==> config.mk <==
export PLATFORM = sky130hd
export DESIGN_NAME = tenbase_t_link_control
export DESIGN_NICKNAME = d
export VERILOG_FILES = /design/src/rtl/nibble_fifo.v /design/src/rtl/tenbase_t_link_control.v
export VERILOG_INCLUDE_DIRS = /design/src /design/src/rtl
export SDC_FILE = /design/constraint.sdc
export NUM_CORES = 1
export LEC_CHECK = 0
export ABC_AREA = 1
export BUFFER_PORTS_ARGS = -buffer_cell sky130_fd_sc_hd__buf_2
export CAP_MARGIN = 20
export CORE_MARGIN = 3
export CORE_UTILIZATION = 45
export CTS_BUF_LIST = sky130_fd_sc_hd__clkbuf_16
export CTS_CLUSTER_SIZE = 40
export DETAILED_ROUTE_END_ITERATION = 7
export MAX_ROUTING_LAYER = met4
export SETUP_SLACK_MARGIN = 0.2
export SYNTH_ARGS = -nofsm -noshare
export SYNTH_HDL_FRONTEND = slang
export SYNTH_HIERARCHICAL = 1
export SYNTH_SLANG_ARGS = --single-unit
==> constraint.sdc <==
create_clock -name clk -period 2.7 [get_ports clk]
set_input_delay 0.27 -clock clk [delete_from_list [all_inputs] [get_ports clk]]
set_output_delay 0.27 -clock clk [all_outputs]
set_load 0.1 [all_outputs]
==> src/rtl/tenbase_t_map.vh <==
// constants for the 10 Mbps twisted-pair link control block
`ifndef TENBASE_T_MAP_VH
`define TENBASE_T_MAP_VH
// clock rate in kHz (125 MHz)
`define CLK_KHZ          125000
// jabber limit in ms, within the 20 to 150 ms window
`define JABBER_MS        50
`define JABBER_CYC       (`JABBER_MS * `CLK_KHZ)
// unjab interval in ms, within the 250 to 750 ms window
`define UNJAB_MS         500
`define UNJAB_CYC        (`UNJAB_MS * `CLK_KHZ)
// clocks per 10 Mbps bit and per half bit
`define BIT_CYC          12
`define HALF_CYC         6
// packets needed before polarity locks
`define POL_LOCK_PKTS    2'h2
// fifo shape
`define FIFO_WIDTH       4
`define FIFO_DEPTH       16
`define FIFO_AW          4
// link states
`define LINK_FAIL        1'b0
`define LINK_PASS        1'b1
// management register 21 bit that disables jabber
`define JAB_DIS_BIT      12
`endif

==> src/rtl/nibble_fifo.v <==
// small synchronous fifo with valid/ready on both sides
`timescale 1ns/100ps
`default_nettype none
module nibble_fifo #(
	parameter WIDTH = 4,
	parameter DEPTH = 16,
	parameter AW    = 4
)(
	// clock and reset
	input  wire             clk,
	input  wire             rst,
	// fill side
	input  wire [WIDTH-1:0] in_data,
	input  wire             in_valid,
	output wire             in_ready,
	// drain side
	output wire [WIDTH-1:0] out_data,
	output wire             out_valid,
	input  wire             out_ready,
	// housekeeping
	input  wire             flush
);
	reg [WIDTH-1:0] mem [0:DEPTH-1];   // storage words
	reg [AW:0]      wr_q;              // write pointer with wrap bit
	reg [AW:0]      rd_q;              // read pointer with wrap bit
	wire            full;
	wire            empty;
	assign full      = (wr_q[AW] != rd_q[AW]) && (wr_q[AW-1:0] == rd_q[AW-1:0]);
	assign empty     = (wr_q == rd_q);
	assign in_ready  = ~full;
	assign out_valid = ~empty;
	assign out_data  = mem[rd_q[AW-1:0]];
	// storage write, no reset needed on data
	always @(posedge clk)
	begin
		if (in_valid && !full)
			mem[wr_q[AW-1:0]] <= in_data;
	end
	// pointer update
	always @(posedge clk or posedge rst)
	begin
		if (rst)
		begin
			wr_q <= {(AW+1){1'b0}};
			rd_q <= {(AW+1){1'b0}};
		end
		else if (flush)
		begin
			wr_q <= {(AW+1){1'b0}};
			rd_q <= {(AW+1){1'b0}};
		end
		else
		begin
			if (in_valid && !full)
				wr_q <= wr_q + 1'b1;
			if (out_ready && !empty)
				rd_q <= rd_q + 1'b1;
		end
	end
endmodule // nibble_fifo
`default_nettype wire

==> src/rtl/tenbase_t_link_control.v <==
// 10 Mbps twisted-pair link control: manchester path, link state, crs/col, jabber, polarity
// Behaviour
// - accept nibbles or serial, manchester encode them
// - manchester decode receive, present 4-bit nibbles
// - start link fail; pass only via negotiation
// - continuously watch receive pair for link pulses; here rx_link_pulse is only used to set polarity from the first pulse
// - link pass: qualified receive activity asserts crs
// - tx and rx together: assert col and crs
// - link fail holds crs and col low
// - jabber timeout disables data, link pulses resume once tx stops
// - jabber asserts col and sets status bit
// - unjab wait after tx stops, then recover
// - during jabber crs follows receive activity
// - register 21 bit 12 disables jabber
// - polarity from first link pulse, corrected early
// - lock polarity after two consecutive packets
// - synthesizer selects 20 MHz set after reset
`timescale 1ns/100ps
`default_nettype none
`include "tenbase_t_map.vh"
module tenbase_t_link_control #(
	parameter JABBER_CYCLES = `JABBER_CYC,  // shorten for simulation
	parameter UNJAB_CYCLES  = `UNJAB_CYC    // shorten for simulation
)(
	// clock and reset
	input  wire       clk,
	input  wire       rst,
	// mii transmit side
	input  wire [3:0] tx_nibble,
	input  wire       tx_nibble_valid,
	output reg        tx_nibble_ready,
	input  wire       serial_mode,
	input  wire       tx_serial_bit,
	input  wire       tx_en,
	// mii receive side
	output reg  [3:0] rx_nibble,
	output reg        rx_dv,
	output reg        crs,
	output reg        col,
	// line side, sliced receive and transmit levels
	input  wire       rx_line,
	input  wire       rx_qualified,
	input  wire       rx_link_pulse,
	input  wire       rx_pulse_neg,
	output reg        tx_line,
	output reg        tx_line_en,
	output reg        tx_link_pulse,
	input  wire       link_pulse_due,
	// negotiation and management
	input  wire       aneg_link_good,
	input  wire       jabber_disable,
	output reg        jabber_status,
	output reg        link_state,
	output reg        pol_inverted,
	output reg        pol_locked,
	output reg        clk_sel_20m,
	input  wire       sel_100m
);
	// ****************************************
	// shared functions
	// ****************************************
	// manchester half-bit value: first half is inverted data
	function manch;
		input d;
		input second_half;
		begin
			manch = second_half ? d : ~d;
		end
	endfunction

	// ****************************************
	// link state
	// ****************************************
	// link fail after reset, only negotiation moves to pass
	always @(posedge clk or posedge rst)
	begin
		if (rst)
			link_state <= `LINK_FAIL;
		else
			case (link_state)
				`LINK_FAIL: if (aneg_link_good) link_state <= `LINK_PASS;
				`LINK_PASS: if (!aneg_link_good) link_state <= `LINK_FAIL;
				default:    link_state <= `LINK_FAIL;
			endcase
	end
	// clock set select follows speed choice
	always @(posedge clk or posedge rst)
	begin
		if (rst)
			clk_sel_20m <= 1'b1;
		else
			clk_sel_20m <= ~sel_100m;
	end

	// ****************************************
	// transmit path
	// ****************************************
	wire [3:0] fifo_data;
	wire       fifo_valid;
	wire       fifo_pop;
	wire       fifo_in_ready;
	// 16-word fifo between mii nibbles and the serialiser
	nibble_fifo #(
		.WIDTH (`FIFO_WIDTH),
		.DEPTH (`FIFO_DEPTH),
		.AW    (`FIFO_AW)
	) u_fifo (
		.clk       (clk),
		.rst       (rst),
		.in_data   (tx_nibble),
		.in_valid  (tx_nibble_valid && !serial_mode),
		.in_ready  (fifo_in_ready),
		.out_data  (fifo_data),
		.out_valid (fifo_valid),
		.out_ready (fifo_pop),
		.flush     (1'b0)
	);
	reg [3:0] half_cnt_q;     // clocks within a half bit
	reg       half_q;         // which half of the bit
	reg [1:0] bit_idx_q;      // bit within the nibble
	reg [3:0] sh_q;           // nibble being sent
	reg       sh_vld_q;       // nibble loaded
	reg       jab_q;          // jabber in effect
	wire      half_end = (half_cnt_q == `HALF_CYC - 1);
	wire      bit_end  = half_end && half_q;
	wire      cur_bit  = serial_mode ? tx_serial_bit : sh_q[bit_idx_q];
	wire      tx_act   = serial_mode ? tx_en : sh_vld_q;
	// pop when the serialiser is free or finishing its last bit
	assign fifo_pop = fifo_valid && !serial_mode && (!sh_vld_q || (bit_end && bit_idx_q == 2'h3));
	wire      tx_start = fifo_pop && !sh_vld_q;   // idle serialiser takes a fresh nibble
	// half-bit timing and nibble serialiser
	always @(posedge clk or posedge rst)
	begin
		if (rst)
		begin
			half_cnt_q <= 4'h0;
			half_q     <= 1'b0;
			bit_idx_q  <= 2'h0;
			sh_q       <= 4'h0;
			sh_vld_q   <= 1'b0;
		end
		else
		begin
			// a fresh start restarts bit timing, else the first bit would be cut short
			half_cnt_q <= (half_end || tx_start) ? 4'h0 : half_cnt_q + 4'h1;
			if (tx_start)
				half_q <= 1'b0;
			else if (half_end)
				half_q <= ~half_q;
			if (fifo_pop)
			begin
				sh_q      <= fifo_data;
				sh_vld_q  <= 1'b1;
				bit_idx_q <= 2'h0;
			end
			else if (bit_end && sh_vld_q)
			begin
				bit_idx_q <= bit_idx_q + 2'h1;
				if (bit_idx_q == 2'h3)
					sh_vld_q <= 1'b0;
			end
		end
	end
	// line drive: data blocked under jabber, link pulses go out only while transmit is idle
	always @(posedge clk or posedge rst)
	begin
		if (rst)
		begin
			tx_line         <= 1'b0;
			tx_line_en      <= 1'b0;
			tx_link_pulse   <= 1'b0;
			tx_nibble_ready <= 1'b0;
		end
		else
		begin
			tx_line         <= manch(cur_bit, half_q) && tx_act && !jab_q;
			tx_line_en      <= tx_act && !jab_q;
			tx_link_pulse   <= link_pulse_due && !tx_act;
			tx_nibble_ready <= fifo_in_ready && !serial_mode;
		end
	end
	// ****************************************
	// jabber timer
	// ****************************************
	reg [31:0] jab_cnt_q;     // active time, then unjab time
	always @(posedge clk or posedge rst)
	begin
		if (rst)
		begin
			jab_q         <= 1'b0;
			jab_cnt_q     <= 32'h0000_0000;
			jabber_status <= 1'b0;
		end
		else if (jabber_disable)
		begin
			jab_q     <= 1'b0;
			jab_cnt_q <= 32'h0000_0000;
		end
		else if (!jab_q)
		begin
			if (!tx_act)
				jab_cnt_q <= 32'h0000_0000;
			else if (jab_cnt_q >= JABBER_CYCLES - 1)
			begin
				jab_q         <= 1'b1;
				jabber_status <= 1'b1;
				jab_cnt_q     <= 32'h0000_0000;
			end
			else
				jab_cnt_q <= jab_cnt_q + 32'h0000_0001;
		end
		else
		begin
			// unjab time only runs while transmit stays quiet
			if (tx_act)
				jab_cnt_q <= 32'h0000_0000;
			else if (jab_cnt_q >= UNJAB_CYCLES - 1)
			begin
				jab_q     <= 1'b0;
				jab_cnt_q <= 32'h0000_0000;
			end
			else
				jab_cnt_q <= jab_cnt_q + 32'h0000_0001;
		end
	end

	// ****************************************
	// polarity detection and lock
	// ****************************************
	reg       pol_seen_q;     // first link pulse already judged
	reg [1:0] pkt_cnt_q;      // consecutive packets seen
	reg       rx_qual_q;      // delayed activity for end-of-packet
	always @(posedge clk or posedge rst)
	begin
		if (rst)
		begin
			pol_inverted <= 1'b0;
			pol_locked   <= 1'b0;
			pol_seen_q   <= 1'b0;
			pkt_cnt_q    <= 2'h0;
			rx_qual_q    <= 1'b0;
		end
		else
		begin
			rx_qual_q <= rx_qualified;
			// first link pulse sets polarity; a locked correction ignores pulses
			if (rx_link_pulse && !pol_seen_q && !pol_locked)
			begin
				pol_inverted <= rx_pulse_neg;
				pol_seen_q   <= 1'b1;
			end
			// fail drops the lock; leaving pass re-arms detection even if never locked
			if (link_state == `LINK_FAIL)
			begin
				pol_locked <= 1'b0;
				pkt_cnt_q  <= 2'h0;
			end
			else if (!aneg_link_good)
				pol_seen_q <= 1'b0;
			else if (!pol_locked && rx_qual_q && !rx_qualified)
			begin
				if (pkt_cnt_q == `POL_LOCK_PKTS - 2'h1)
					pol_locked <= 1'b1;
				pkt_cnt_q <= pkt_cnt_q + 2'h1;
			end
		end
	end

	// ****************************************
	// receive decode and deserialiser
	// ****************************************
	reg       rx_d_q;         // corrected previous line level
	reg [3:0] rx_cnt_q;       // clocks since last mid-bit transition
	reg [3:0] rx_sh_q;        // assembling nibble
	reg [1:0] rx_idx_q;       // bits collected
	wire      rx_corr = rx_line ^ pol_inverted;
	// mid-bit edge after at least 3/4 bit gives data, ignores boundary edges
	wire      mid_edge = rx_qualified && (rx_corr != rx_d_q) && (rx_cnt_q >= (`BIT_CYC * 3) / 4);
	always @(posedge clk or posedge rst)
	begin
		if (rst)
		begin
			rx_d_q    <= 1'b0;
			rx_cnt_q  <= 4'h0;
			rx_sh_q   <= 4'h0;
			rx_idx_q  <= 2'h0;
			rx_nibble <= 4'h0;
			rx_dv     <= 1'b0;
		end
		else
		begin
			rx_d_q <= rx_corr;
			rx_dv  <= 1'b0;
			if (!rx_qualified)
			begin
				rx_cnt_q <= 4'hf;
				rx_idx_q <= 2'h0;
			end
			else if (mid_edge)
			begin
				rx_cnt_q <= 4'h0;
				rx_sh_q[rx_idx_q] <= rx_corr;
				rx_idx_q <= rx_idx_q + 2'h1;
				if (rx_idx_q == 2'h3)
				begin
					rx_nibble <= {rx_corr, rx_sh_q[2:0]};
					rx_dv     <= link_state;
				end
			end
			else if (rx_cnt_q != 4'hf)
				rx_cnt_q <= rx_cnt_q + 4'h1;
		end
	end

	// ****************************************
	// carrier sense and collision
	// ****************************************
	always @(posedge clk or posedge rst)
	begin
		if (rst)
		begin
			crs <= 1'b0;
			col <= 1'b0;
		end
		else if (link_state == `LINK_FAIL)
		begin
			crs <= 1'b0;
			col <= 1'b0;
		end
		else
		begin
			crs <= rx_qualified || (tx_act && rx_qualified);
			col <= jab_q || (tx_act && rx_qualified);
		end
	end
endmodule // tenbase_t_link_control
`default_nettype wire

# Word level (Yosys, flattened, before mapping)
# Memory sizes are Yosys's and may differ from the RTL's. A register that Yosys moved wholly into a read port is not among the register bits.
# Cells that the tools add are included.
classes:
  addsub: 8
  n_eq_ne: 14
  mux: 51
  reduce_logical: 45
  magnitude_cmp: 6
  bitwise: 8
op_table:
  columns: ["cell", "count"]
  rows:
  - ["two-way mux 32 bit", 6]
  - ["adder 32 x 1 -> 32 bit (second input constant)", 1]
  - ["greater-or-equal comparator 32 x 23 -> 1 bit (second input constant)", 1]
  - ["greater-or-equal comparator 32 x 26 -> 1 bit (second input constant)", 1]
  - ["two-way mux 1 bit", 31]
  - ["logical AND 1 bit", 23]
  - ["two-way mux 4 bit", 4]
  - ["two-way mux 2 bit", 7]
  - ["adder 5 x 1 -> 5 bit (second input constant)", 2]
  - ["logical NOT 1 bit", 9]
  - ["adder 4 x 1 -> 4 bit (second input constant)", 2]
  - ["NOT 1 bit", 7]
  - ["adder 2 x 1 -> 2 bit (second input constant)", 3]
  - ["< comparator 2 x 3 -> 1 bit (second input constant)", 2]
  - ["inequality test 2 x 1 -> 1 bit (second input constant)", 3]
  - ["AND reduction 2 bit", 3]
  - ["AND reduction 3 bit", 2]
  - ["nonzero test 2 bit", 3]
  - ["== test 5 bit", 1]
  - ["bitwise mux 4 bit", 1]
  - ["== test 2 bit (second input constant)", 2]
  - ["== test 4 x 3 -> 1 bit (second input constant)", 1]
  - ["== test 4 bit", 1]
  - ["greater-or-equal comparator 4 bit (second input constant)", 1]
  - ["other kinds (11)", 15]
totals:
  input_bits: 18
  ramBits: 64
  ff_bits: 82
  n_memories: 1
mem_list:
  columns: ["name", "words", "word_bits", "read_ports", "rd_clocked_by_memory_dff", "write_ports", "line_no", "rtl"]
  rows:
  - ["u_fifo.mem", 16, 4, 1, 1, 1, "nibble_fifo.v:23", "reg [WIDTH-1:0] mem [0:DEPTH-1];"]

# Longest topological paths before layout
logic_depth:
  depth_word: 8
  depth_mapped: 13
  mapped_depth_nobuf: 13

# By module
# The synthesis kept the hierarchy.
by_module_without_submodules:
  columns: ["mod", "cells_per_inst", "instances", "seq_area_each_um2", "area_per_inst_um2"]
  rows:
  - ["tenbase_t_link_control", 473, 1, 1878.1, 4026.4]
  - ["nibble_fifo", 317, 1, 2172.1, 3390.8]

# Worst setup path after synthesis
# No wires, ideal clock.
synth_timing:
  path_kind: "reg2reg"
  startpoint: "register pol_inverted"
  endpoint: "register rx_nibble[3]"
  stages_incl_launch_ff: 8
  path_buffers: 0
  synth_period_minus_slack_ps: 1886
  t_required_ps: 2569
  t_arrival_ps: 1755
  slack_ps: 814
  setup_ps: 131
  path_cell_list: "dfrtp_1 -> xor2_2 -> nand2_1 -> nand3_2 -> inv_2 -> nand2_2 -> nand2_1 -> o21ai_0"
synth_between:
  elab_chain_cells: 5
synth_lines:
  columns: ["element", "line_no", "rtl"]
  rows:
  - ["start, declared", "tenbase_t_link_control.v:54", "output reg pol_inverted,"]
  - ["start signal, assigned", "tenbase_t_link_control.v:249", "pol_inverted <= rx_pulse_neg;"]
  - ["XOR 1 bit *", "tenbase_t_link_control.v:276", "wire rx_corr = rx_line ^ pol_inverted;"]
  - ["named net rx_corr", "tenbase_t_link_control.v:276", null]
  - ["inequality test 1 bit", "tenbase_t_link_control.v:278", "wire mid_edge = rx_qualified && (rx_corr != rx_d_q) && (rx_cnt_q >= (`BIT_CYC * 3) / 4);"]
  - ["logical AND 1 bit (2 in a row)", "tenbase_t_link_control.v:278", null]
  - ["AND reduction 3 bit (no source line)", null, null]
  - ["end signal, assigned", "tenbase_t_link_control.v:306", "rx_nibble <= {rx_corr, rx_sh_q[2:0]};"]
  - ["end, declared", "tenbase_t_link_control.v:36", "output reg [3:0] rx_nibble,"]
# The timed path passes the listed nets; every way through them passes the cells marked *.
# A chain may end at the register's enable or synchronous reset.

# Final worst setup path
layout_timing:
  startpoint: "register u_fifo.rd_q[2]"
  endpoint: "memory u_fifo.mem[3][3], enable pin"
layout_between:
  elab_chain_cells: 6
layout_lines:
  columns: ["element", "line_no", "rtl"]
  rows:
  - ["start, declared", "nibble_fifo.v:25", "reg [AW:0] rd_q;"]
  - ["start signal, assigned", "nibble_fifo.v:45", "rd_q <= {(AW+1){1'b0}};"]
  - ["start signal, assigned", "nibble_fifo.v:50", "rd_q <= {(AW+1){1'b0}};"]
  - ["start signal, assigned", "nibble_fifo.v:57", "rd_q <= rd_q + 1'b1;"]
  - ["== test 4 bit", "nibble_fifo.v:28", "assign full = (wr_q[AW] != rd_q[AW]) && (wr_q[AW-1:0] == rd_q[AW-1:0]);"]
  - ["logical AND 1 bit", "nibble_fifo.v:28", null]
  - ["logical NOT 1 bit", "nibble_fifo.v:36", "if (in_valid && !full)"]
  - ["logical AND 1 bit", "nibble_fifo.v:36", null]
  - ["two-way mux 1 bit", "nibble_fifo.v:36", null]
  - ["two-way mux 1 bit (not written as such)", "nibble_fifo.v:37", "mem[wr_q[AW-1:0]] <= in_data;"]
  - ["end, declared", "nibble_fifo.v:23", null]
# No other way between the ends.

==> impl_metrics.ini <==
[global_route]
grt_pass1_wl_um = 26100
grt_pass1_vias = 5475
grt_max_degree = 76
antenna_found_initial = 0
grt_remaining_overflow = 0
globalRouteTotalUtil_pct = 18.7

[yosys]
synth_area_leaders = dfrtp_1, edfxtp_1, nand2_1
synthArstFlopShare_pct = 57.0
synthFlopType = dfrtp_1
yosysMostFrequentCell = nand2_1
ys_types = 46
synth_top_cell_by_area = dfrtp_1
synth_commonest_cells = nand2_1, nor2_1, dfrtp_1
ys_seq_elements = 149
synth_area_um2 = 7420
synth.yosys.warnings = 6
syn_inst = 790
synth_edf_count = 64
seq_area_frac_synth_pct = 54.6
postSynthAreaPerCell_um2 = 9.39
synth.top_cell.area_share_pct = 28.3

[clock_network]
cts_max_path_buffers = 2
root_buffer = clkbuf_16
cts_buffers = 17
clkLatencyLatePin_ns = 0.42
cts_setup_buffers = 0
cts_max_level = 4
cts_tree = yes
cts_sinks = 149
clkTransAtPathRegs_ns = 0.06

[power_and_ir_drop]
leakagePower_uw = 0.00357
peakVddDrop_uv = 438
p_per_area_nw_per_um2 = 671

[sta]
fin_skew_ns = 0.00527
setup_viol = 0
period_needed_ns = 2.14
slew_headroom_pct = 60.1
max_freq_mhz = 468
slew_violations = 0
final_hold_viol_count = 0
setup_ws_ns = 0.561
worst_slew_pin_slew_ns = 0.594
rsz0062_at_grt = false
setup_tns_ns = 0
fin_crit_sh_pct = 79.2

[layout]
regArea_um2 = 4050
n_antenna_cell = 0
area_growth_pct = 13.3
n_fill_cell = 1526
fin_cells = 1065
multiInputGateArea_um2 = 2960
nNetsFinal = 871
drive_gt1_share_pct = 16.5

[die]
initial_core_util_pct = 46.4
die_area_um2 = 18100
io_pins = 34
die_y_um = 134
rows = 46
chipWidth_um = 134
core-area_um2 = 16000

[drt]
routed_wl_um = 15500
remaining_drc_errors = 0
drt-initial-drc-count = 402
antenna_left = 0
via_per_inst = 5.05
drtPass1Iterations = 5
wire_per_inst_um = 14.6
vias = 5379

[placement]
dpl.cell_count = 1030
gp_congestion = 0.848
hpwlAfterDp_um = 10900
preCtsSetupSlack_ns = 0.465
numPortBuffers = 33

[worst_hold_path]
worstHoldEndpoint = rx_qual_q
hp-class = in2reg
hold_depth = 1
min_from = rx_qualified

[setup_path]
regToRegStartpoint = u_fifo/rd_q[2]
crit_fanout = 21
arrival_ns = 2.19
cp-start-kind = flop
reg2regPathDepth = 7
r2r_slack_ns = 0.56
worstPathRequired_ns = 2.75
r2r-end = u_fifo/mem[3][3]
cp-end-kind = flop
critical_path_class = reg2reg

[flow_run]
maxCapViolCount = 0

[run_status]
outcome = finished clean
==> cell families after synthesis <==
logic type	synth area share (%)
compound gates	8.40
xor+xnor	3.29
fa+ha+maj	2.87
buf+inv	5.89
flops	54.6
mux	0.152
other cells	0.0506
simple gates	24.7
==> metal layers <==
| metal | routed length (um) | GRT usage, % |
|---|---|---|
| met4 | 328 | 6.05 |
| met3 | 439 | 3.86 |
| met1 | 6830 | 22.6 |
| met2 | 7930 | 31.5 |
| met5 | 0 | - |
==> cell type report <==
class                   instances  share of cell area, %
flip-flops and latches        149                   48.2
multi-input cells             549                   35.2
clock buffers                  17                   5.06
inverters                      78                   3.48
well taps                     216                   3.22
repair buffers                 41                   2.92
clock inverters                15                   1.95
==> worst max-delay path by stage <==
stage	from	to	slack, ns	cells past startpoint
2_1_floorplan	rst	bit_idx_q[0]	0.52	1
3_3_place_gp	u_fifo/rd_q[2]	u_fifo/rd_q[0]	0.55	12
3_5_place_dp	u_fifo/rd_q[2]	u_fifo/rd_q[2]	0.46	12
4_1_cts	u_fifo/rd_q[2]	u_fifo/rd_q[2]	0.44	12
5_1_grt	u_fifo/rd_q[2]	u_fifo/rd_q[2]	0.35	12
6_report	u_fifo/rd_q[2]	u_fifo/mem[3][3]	0.56	7
==> cells in the final DEF, fill, tap and decap left out, types with 3 or more instances in the layout <==
cell type and count:
nand2_1 150, nor2_1 122, dfrtp_1 83, inv_1 68, edfxtp_1 64, o21ai_0 46, nand3_1 46, buf_2 33
xor2_1 21, a21oi_2 21, nor3_1 20, ha_1 17, clkbuf_16 17, a21oi_1 16, nand4_1 16, inv_2 11
o211ai_1 9, nand3_2 8, nand2_2 8, nor2_2 8, conb_1 8, xnor2_1 5, nor2_4 5, buf_4 4
nand3_4 3, bufinv_16 3, clkinv_1 3, clkinvlp_4 3, dlygate4sd3_1 3
==> power by group <==
group          internal, uW  switching [uW]  total, uW
Combinational           183             535        718
Sequential             2490            83.4       2570
Clock                  1440             907       2350
==> registers in the layout, indices dropped and copies added, names as in the netlist, 2 cells and up <==
signal,flops
rx_sh_q,3
sh_q,4
rx_cnt_q,4
u_fifo/rd_q,5
u_fifo/mem,64
rx_nibble,4
half_cnt_q,4
rx_idx_q,2
bit_idx_q,2
jab_cnt_q,32
u_fifo/wr_q,5
pkt_cnt_q,2
==> worst max-delay path: stages, from the launching register on <==
cell and delay [ns]:
dfrtp_2 0.51, inv_2 0.19, nand2_1 0.07, nand2_1 0.10
nor2_4 0.06, nand3_4 0.09, nand2_4 0.20, nor3_1 0.53
==> stage by stage <==
step                      cell area [um2]  hold WS, ns  power [uW]  utilization, %
final                                8410       0.0563        5640            52.5
after global placement               7780        0.287        3310            48.7
after floorplan                      7440        0.110        3170               -
after CTS                            8400       0.0372        5700            52.5
after detailed placement             7780        0.301        3330            48.7
after global routing                 8410       0.0363        5910            52.5
==> timing repair <==
item                                    in CTS  in global routing
endpoints found under the hold margin       86                  0
resized for setup                            0                  1
endpoints found under the setup margin       0                  5
hold buffers                                 3                  0
Note: power is estimated with default switching activity, not from simulation.
